## src/cpurf_defines.vh

```
`ifndef CPURF_DEFINES_VH
`define CPURF_DEFINES_VH
// Data and address widths.
`define CPURF_DATA_W      8
`define CPURF_ADDR_W      16
`define CPURF_SP_W        6
// Stack window: fixed upper bits and reset pointer.
`define CPURF_SP_UPPER    10'h003
`define CPURF_SP_TOP      6'h3f
// Condition flag bit positions.
`define CPURF_FLAG_C      0
`define CPURF_FLAG_Z      1
`define CPURF_FLAG_N      2
`define CPURF_FLAG_I      3
`define CPURF_FLAG_H      4
`define CPURF_FLAGS_W     5
// Stack operation codes.
`define CPURF_STK_NONE    2'h0
`define CPURF_STK_PUSH    2'h1
`define CPURF_STK_PULL    2'h2
`define CPURF_STK_REINIT  2'h3
// Number of maskable interrupt sources.
`define CPURF_IRQ_N       4
// Program counter reset value.
`define CPURF_PC_RESET    16'h0000
`endif

```

## src/cpurf_register_file.v

```verilog
`timescale 1ns/100ps
`include "cpurf_defines.vh"
// Overview of operation
// [RULE_01] Accumulator: 8-bit operand and result register.
// [RULE_02] Index register: 8-bit, indexed address or storage.
// [RULE_03] 16-bit counter holds next fetch address.
// [RULE_04] Reset or reinit sets stack pointer top.
// [RULE_05] Push decrements, pull increments stack pointer.
// [RULE_06] Stack address upper bits fixed constant pattern.
// [RULE_07] Only six low pointer bits vary.
// [RULE_08] Overflow past 64 wraps silently.
// [RULE_09] Call uses two, interrupt five locations.
// [RULE_10] Flags register: five bits, one mask.
// [RULE_11] Half carry set on bit-3 carry for adds.
// [RULE_12] Mask set blocks all maskable interrupts.
// [RULE_13] Masked requests held pending until unmasked.
// [RULE_14] Negative flag reflects negative result.
// [RULE_15] Zero flag reflects zero result.
// [RULE_16] Carry flag reflects carry or borrow out.
// [RULE_17] Bit-test branches, shifts, rotates update carry.
// [RULE_18] Interrupt entry stacks and masks; return restores.
// [RULE_19] Accumulator, index, result flags reset undefined.
module cpurf_register_file #(
  parameter DW = `CPURF_DATA_W,
  parameter AW = `CPURF_ADDR_W,
  parameter SW = `CPURF_SP_W,
  parameter NI = `CPURF_IRQ_N
) (
  input  wire          clk,          // Core clock.
  input  wire          reset,        // Synchronous reset, active high.
  input  wire          accLoad,      // Load accumulator from resultData.
  input  wire          idxLoad,      // Load index register from resultData.
  input  wire [DW-1:0] resultData,   // Result from the arithmetic unit.
  input  wire          pcLoad,       // Load fetch address counter.
  input  wire          pcIncr,       // Advance fetch address by one.
  input  wire [AW-1:0] pcData,       // New fetch address.
  input  wire [1:0]    stackOp,      // None, push, pull or reinit.
  input  wire          flagsLoad,    // Restore all flags from flagsData.
  input  wire [`CPURF_FLAGS_W-1:0] flagsData, // Flags popped on interrupt return.
  input  wire          updNz,        // Update negative and zero from result.
  input  wire          updH,         // Add operation: update half carry.
  input  wire [DW-1:0] opA,          // First add operand.
  input  wire [DW-1:0] opB,          // Second add operand.
  input  wire          updC,         // Update carry from carryOut.
  input  wire          carryOut,     // Carry, borrow, shifted or tested bit.
  input  wire          maskSet,      // Set the interrupt mask.
  input  wire          maskClear,    // Clear the interrupt mask.
  input  wire          intEntry,     // Interrupt entry: set mask.
  input  wire [NI-1:0] irqReq,       // Maskable interrupt requests.
  input  wire [NI-1:0] irqTaken,     // Clears the pending request.
  output reg  [DW-1:0] accumulator,  // Accumulator.
  output reg  [DW-1:0] indexReg,     // Index register.
  output reg  [AW-1:0] fetch_address_counter, // Next fetch address.
  output reg  [AW-1:0] stackAddr,    // Stack memory address.
  output reg  [`CPURF_FLAGS_W-1:0] condition_flags_reg, // Condition flags.
  output reg  [NI-1:0] irqPending,   // Held requests, mask ignored.
  output reg  [NI-1:0] irqService    // Requests allowed to be serviced.
);
  reg  [SW-1:0] stack_ptr;
  reg  [SW-1:0] next_stack_ptr;
  wire [NI-1:0] pendRaw;
  wire          halfCarry;
  wire          negative;
  wire          zero;

  // Shared carry-in is the current carry flag so add-with-carry is covered.
  cpurf_flag_calc #(
    .W(DW)
  ) u_flags (
    .opA       (opA),
    .opB       (opB),
    .carryIn   (condition_flags_reg[`CPURF_FLAG_C]),
    .result    (resultData),
    .halfCarry (halfCarry),
    .negative  (negative),
    .zero      (zero)
  );

  genvar gi;
  generate
    for (gi = 0; gi < NI; gi = gi + 1) begin : g_pend
      cpurf_pend_latch u_pend (
        .clk     (clk),
        .reset   (reset),
        .request (irqReq[gi]),
        .clear   (irqTaken[gi]),
        .pending (pendRaw[gi])
      ); // RULE_13
    end
  endgenerate

  // Accumulator and index have no reset: their contents are undefined after it.
  always @(posedge clk) begin
    if (accLoad) begin
      accumulator <= resultData; // RULE_01 RULE_19
    end
    if (idxLoad) begin
      indexReg <= resultData; // RULE_02
    end
  end

  always @(posedge clk) begin
    if (reset) begin
      fetch_address_counter <= `CPURF_PC_RESET;
    end else if (pcLoad) begin
      fetch_address_counter <= pcData; // RULE_03
    end else if (pcIncr) begin
      fetch_address_counter <= fetch_address_counter + 16'h0001; // RULE_03
    end
  end

  // The pointer simply wraps in six bits; no overflow flag exists, so deep
  // nesting silently corrupts older frames.
  always @* begin
    case (stackOp)
      `CPURF_STK_PUSH:   next_stack_ptr = stack_ptr - 6'h01; // RULE_05 RULE_08
      `CPURF_STK_PULL:   next_stack_ptr = stack_ptr + 6'h01; // RULE_05 RULE_08
      `CPURF_STK_REINIT: next_stack_ptr = `CPURF_SP_TOP; // RULE_04
      default:           next_stack_ptr = stack_ptr;
    endcase
  end

  // A call pushes two bytes and interrupt entry five, one push per cycle
  // driven by the sequencer.
  always @(posedge clk) begin
    if (reset) begin
      stack_ptr <= `CPURF_SP_TOP; // RULE_04
      stackAddr <= {`CPURF_SP_UPPER, `CPURF_SP_TOP};
    end else begin
      stack_ptr <= next_stack_ptr; // RULE_09
      stackAddr <= {`CPURF_SP_UPPER, next_stack_ptr}; // RULE_06 RULE_07
    end
  end

  always @(posedge clk) begin
    if (reset) begin
      condition_flags_reg[`CPURF_FLAG_I] <= 1'b1;
    end else if (flagsLoad) begin
      condition_flags_reg <= flagsData; // RULE_18 RULE_10
    end else begin
      if (maskSet || intEntry) begin
        condition_flags_reg[`CPURF_FLAG_I] <= 1'b1; // RULE_18
      end else if (maskClear) begin
        condition_flags_reg[`CPURF_FLAG_I] <= 1'b0;
      end
      if (updH) begin
        condition_flags_reg[`CPURF_FLAG_H] <= halfCarry; // RULE_11
      end
      if (updNz) begin
        condition_flags_reg[`CPURF_FLAG_N] <= negative; // RULE_14
        condition_flags_reg[`CPURF_FLAG_Z] <= zero; // RULE_15
      end
      if (updC) begin
        condition_flags_reg[`CPURF_FLAG_C] <= carryOut; // RULE_16 RULE_17
      end
    end
  end

  // Service is computed from held requests so a masked one fires after unmask.
  always @(posedge clk) begin
    if (reset) begin
      irqPending <= {NI{1'b0}};
      irqService <= {NI{1'b0}};
    end else begin
      irqPending <= pendRaw & ~irqTaken;
      irqService <= (condition_flags_reg[`CPURF_FLAG_I] || maskSet || intEntry) ?
                    {NI{1'b0}} : (pendRaw & ~irqTaken); // RULE_12 RULE_13
    end
  end
endmodule // cpurf_register_file

```

## src/cpurf_pend_latch.v

```verilog
`timescale 1ns/100ps
`include "cpurf_defines.vh"
// Holds one interrupt request until it is taken; a new request wins over the clear.
module cpurf_pend_latch (
  input  wire clk,     // Core clock.
  input  wire reset,   // Synchronous reset.
  input  wire request, // Request pulse or level.
  input  wire clear,   // Taken acknowledge.
  output reg  pending  // Held request.
);
  always @(posedge clk) begin
    if (reset) begin
      pending <= 1'b0;
    end else if (request) begin
      pending <= 1'b1;
    end else if (clear) begin
      pending <= 1'b0;
    end
  end
endmodule // cpurf_pend_latch

```

## src/cpurf_flag_calc.v

```verilog
`timescale 1ns/100ps
`include "cpurf_defines.vh"
// Computes the result flags for one arithmetic or logic result.
module cpurf_flag_calc #(
  parameter W = 8
) (
  input  wire [W-1:0] opA,      // First operand.
  input  wire [W-1:0] opB,      // Second operand.
  input  wire         carryIn,  // Carry in for add-with-carry.
  input  wire [W-1:0] result,   // Result from the arithmetic unit.
  output wire         halfCarry,// Carry from bit 3 into bit 4.
  output wire         negative, // Result sign.
  output wire         zero      // Result is zero.
);
  wire [4:0] lowSum;
  assign lowSum    = {1'b0, opA[3:0]} + {1'b0, opB[3:0]} + {4'h0, carryIn};
  assign halfCarry = lowSum[4];
  assign negative  = result[W-1];
  assign zero      = (result == {W{1'b0}});
endmodule // cpurf_flag_calc

```

## config.mk

```make
export PLATFORM = sky130hd
export DESIGN_NAME = cpurf_register_file
export DESIGN_NICKNAME = d
export VERILOG_FILES = /design/src/cpurf_register_file.v /design/src/cpurf_pend_latch.v /design/src/cpurf_flag_calc.v
export VERILOG_INCLUDE_DIRS = /design/src /design/src/src
export SDC_FILE = /design/constraint.sdc
export NUM_CORES = 1
export LEC_CHECK = 0
export ABC_AREA = 1
export ABC_CLOCK_PERIOD_IN_PS = 2300
export BUFFER_PORTS_ARGS = -buffer_cell sky130_fd_sc_hd__buf_2
export CAP_MARGIN = 40
export CORE_MARGIN = 2
export CORE_UTILIZATION = 50
export DETAILED_ROUTE_END_ITERATION = 8
export GPL_TIMING_DRIVEN = 1
export PLACE_DENSITY = 0.86
export SYNTH_ARGS = -nofsm -noshare
export SYNTH_HDL_FRONTEND = slang
export SYNTH_SLANG_ARGS = --single-unit
```

## constraint.sdc

```tcl
create_clock -name clk -period 2.3 [get_ports clk]
set_input_delay 0.46 -clock clk [delete_from_list [all_inputs] [get_ports clk]]
set_output_delay 0.46 -clock clk [all_outputs]
set_load 0.02 [all_outputs]
```

==> metrics.yaml <==
status: "finished clean"
drc: 0
drt-total-wl_um: 6320
grt_pass1_wl_um: 9950
p_leak_uw: 0.00160
maxCapViolations: 0
start_util_pct: 52.3
power_density_nw_per_um2: 616
crit_chain: "buf_2, inv_1, nand2_1, ha_1, nand2_1, a21boi_1, nor2_1, nand2_1, nand2_1, o21ai_1, nand2_1"
area_growth_pct: 24.0
holdBufCountCts: 0
root_buffer: "clkbuf_8"
vdd_drop_max_mv: 0.298
drt_iter0_markers: 150
vias_per_cell: 5.04
clkLatencyLatePin_ns: 0.30
cts_made_buffers: 5
path_max_fanout: 5
hold_end: "indexReg[3]$_DFFE_PP_"
first_pass_iters: 4
ctsResizeCount: 0
regToRegEndpoint: "stack_ptr[4]$_SDFFE_PP1P_"
rsz0062_at_grt: "no"
port_buffers: 111
reg2reg_depth: 7
largest_reg_flops: 16
yosysTopAreaCellShare_pct: 25.9
pin_count: 130
max_freq_ghz: 0.657
antennaDiodeCount: 0
holdPathStages: 1
ant_nets: 0
tns_ns: 0
cts.clk_slew.worst_paths_ns: 0.10
top_regs: "fetch_address_counter: 16 flops, accumulator: 8 flops, indexReg: 8 flops"
dieArea_um2: 6010
row_count: 26
r2r_start: "stack_ptr[0]$_SDFFE_PP1P_"
vias: 2550
setup_viol: 0
gp_congestion: 0.979
drive_above_1_share_pct: 32.1
finalMaxSlewViolations: 0
dpl.hpwl_um: 4980
cp_slowest_stage_delay_ns: 0.38
start_kind: "input pin"
clockBufferDepth: 2
hp-start: "resultData[3]"
cp_common_cell: "nand2_1"
routedWlPerCell_um: 12.5
min_period_ns: 1.52
post-route-period-util_pct: 66.2
end_kind: "register"
required_ns: 2.51
synth.area.top_cells: "dfxtp_1 26%, edfxtp_1 22%, nand2_1 11%"
die_h_um: 77.6
grt_pass1_vias: 2287
seq_area_frac_synth_pct: 48.1
nNetsFinal: 514
cts_tree: "yes"
critPathKind: "input pin to register"
synthFlopType: "dfxtp_1"
fin_skew_ns: 0.00314
ctsHtreeMaxLevel: 2
cp.arrival_ns: 1.73
grt_remaining_overflow: 0
syn_inst: 327
r2r_slack_ns: 0.85
die_width_um: 77.6
post_cts_buffers: 0
regMostFlops: "fetch_address_counter"
synth_cell_types: 34
synth.cell_area_um2: 2710
cts.sinks: 55
yosysTopAreaCell: "dfxtp_1"
synth_edf_count: 20
power_uw: 2070
hold_class: "input pin to register"
finalHoldViolCount: 0
antenna_found_initial: 0
grtUsageTotal_pct: 20.5
yosysWarnings: 0
coreArea_um2: 5170
async_flop_share_pct: 0
grt_max_degree: 19
syn_avg_cell_area_um2: 8.27
ys_ff_latch: 55
cp_slowest_cell: "ha_1"
==> synth_stat cells, types with 3 or more instances <==
library cell and count:
nand2_1 79, dfxtp_1 35, nor2_1 32, inv_1 23
a21oi_1 21, edfxtp_1 20, nand3_1 20, buf_4 13
a22oi_1 11, o21ai_0 11, ha_1 9, inv_2 6
o21ai_1 6, nand4_1 5, nor2_2 4, buf_2 3
nand2_2 3, nor2_4 3
==> logic make-up after synthesis <==
group | synth area share (%)
xor+xnor | 1.30
compound gates | 12.0
flops | 48.1
buf+inv | 8.60
simple gates | 24.8
fa+ha+maj | 4.90
other cells | 0.278
==> layer usage <==
metal	part of all wire [%]	global-route usage [%]
met1	42	24.9
met2	50	36.6
met3	6.3	3.95
met4	0.90	6.07
met5	0	0
==> report_power, final <==
group,leakage [uW],switching [uW],total [uW],internal [uW]
Clock,0.0000485,313,532,219
Sequential,0.000483,46.3,1120,1080
Combinational,0.00107,259,412,152
Total,0.00160,619,2070,1450
==> critical path: cells and delay by family <==
kind,cells,cell delay [ns]
compound gates,2,0.27
fa+ha+maj,1,0.38
buf+inv,2,0.17
simple gates,6,0.45
==> how the worst max path moves through the flow <==
stage | startpoint | slack, ns | depth (start not counted) | endpoint
floorplan | stackOp[0] | 0.74 | 12 | stack_ptr[5]$_SDFFE_PP1P_
global placement | stackOp[0] | 0.52 | 10 | stack_ptr[4]$_SDFFE_PP1P_
detailed placement | stackOp[0] | 0.45 | 11 | stack_ptr[4]$_SDFFE_PP1P_
CTS | stackOp[0] | 0.78 | 11 | stack_ptr[4]$_SDFFE_PP1P_
global route | stackOp[0] | 0.60 | 11 | stack_ptr[4]$_SDFFE_PP1P_
finish | stackOp[0] | 0.78 | 11 | stack_ptr[4]$_SDFFE_PP1P_
==> layout by cell type, fill, tap and decap left out, types with 2 or more instances in the layout <==
cell type,synthesis,layout
xnor2_1,2,2
clkbuf_8,0,5
o21ai_1,6,6
inv_1,23,23
ha_1,9,9
nand2_1,79,79
inv_2,6,6
nor2_4,3,3
a21oi_2,2,2
a21oi_1,21,21
xor2_1,2,2
nand4_1,5,5
nor2_1,32,32
dfxtp_1,35,35
conb_1,2,10
nand3_1,20,20
edfxtp_1,20,20
nor2_2,4,4
nand3_2,2,2
a22oi_1,11,11
nand2_2,3,3
a31oi_1,2,2
buf_2,3,111
o21ai_0,11,11
==> metrics by stage <==
step / area (um2) / setup WS (ns) / hold slack [ns] / util, % / std cells
after floorplan: 2740 / 0.737 / 0.440 / - / 335
after global placement: 3260 / 0.519 / 0.455 / 63.1 / 498
after detailed placement: 3260 / 0.450 / 0.470 / 63.1 / 498
after CTS: 3350 / 0.777 / 0.344 / 64.8 / 506
after global routing: 3350 / 0.602 / 0.344 / 64.8 / 506
final: 3350 / 0.778 / 0.351 / 64.8 / 506
==> cell type report <==
cell class	count	area (um2)
Tap cell	70	87.6
Clock buffer	5	68.8
Timing Repair Buffer	112	563
Inverter	29	109
Clock inverter	3	22.5
Fill cell	458	1820
Multi-Input combinational cell	232	1200
Sequential cell	55	1300
Note: power is estimated with default switching activity, not from simulation.
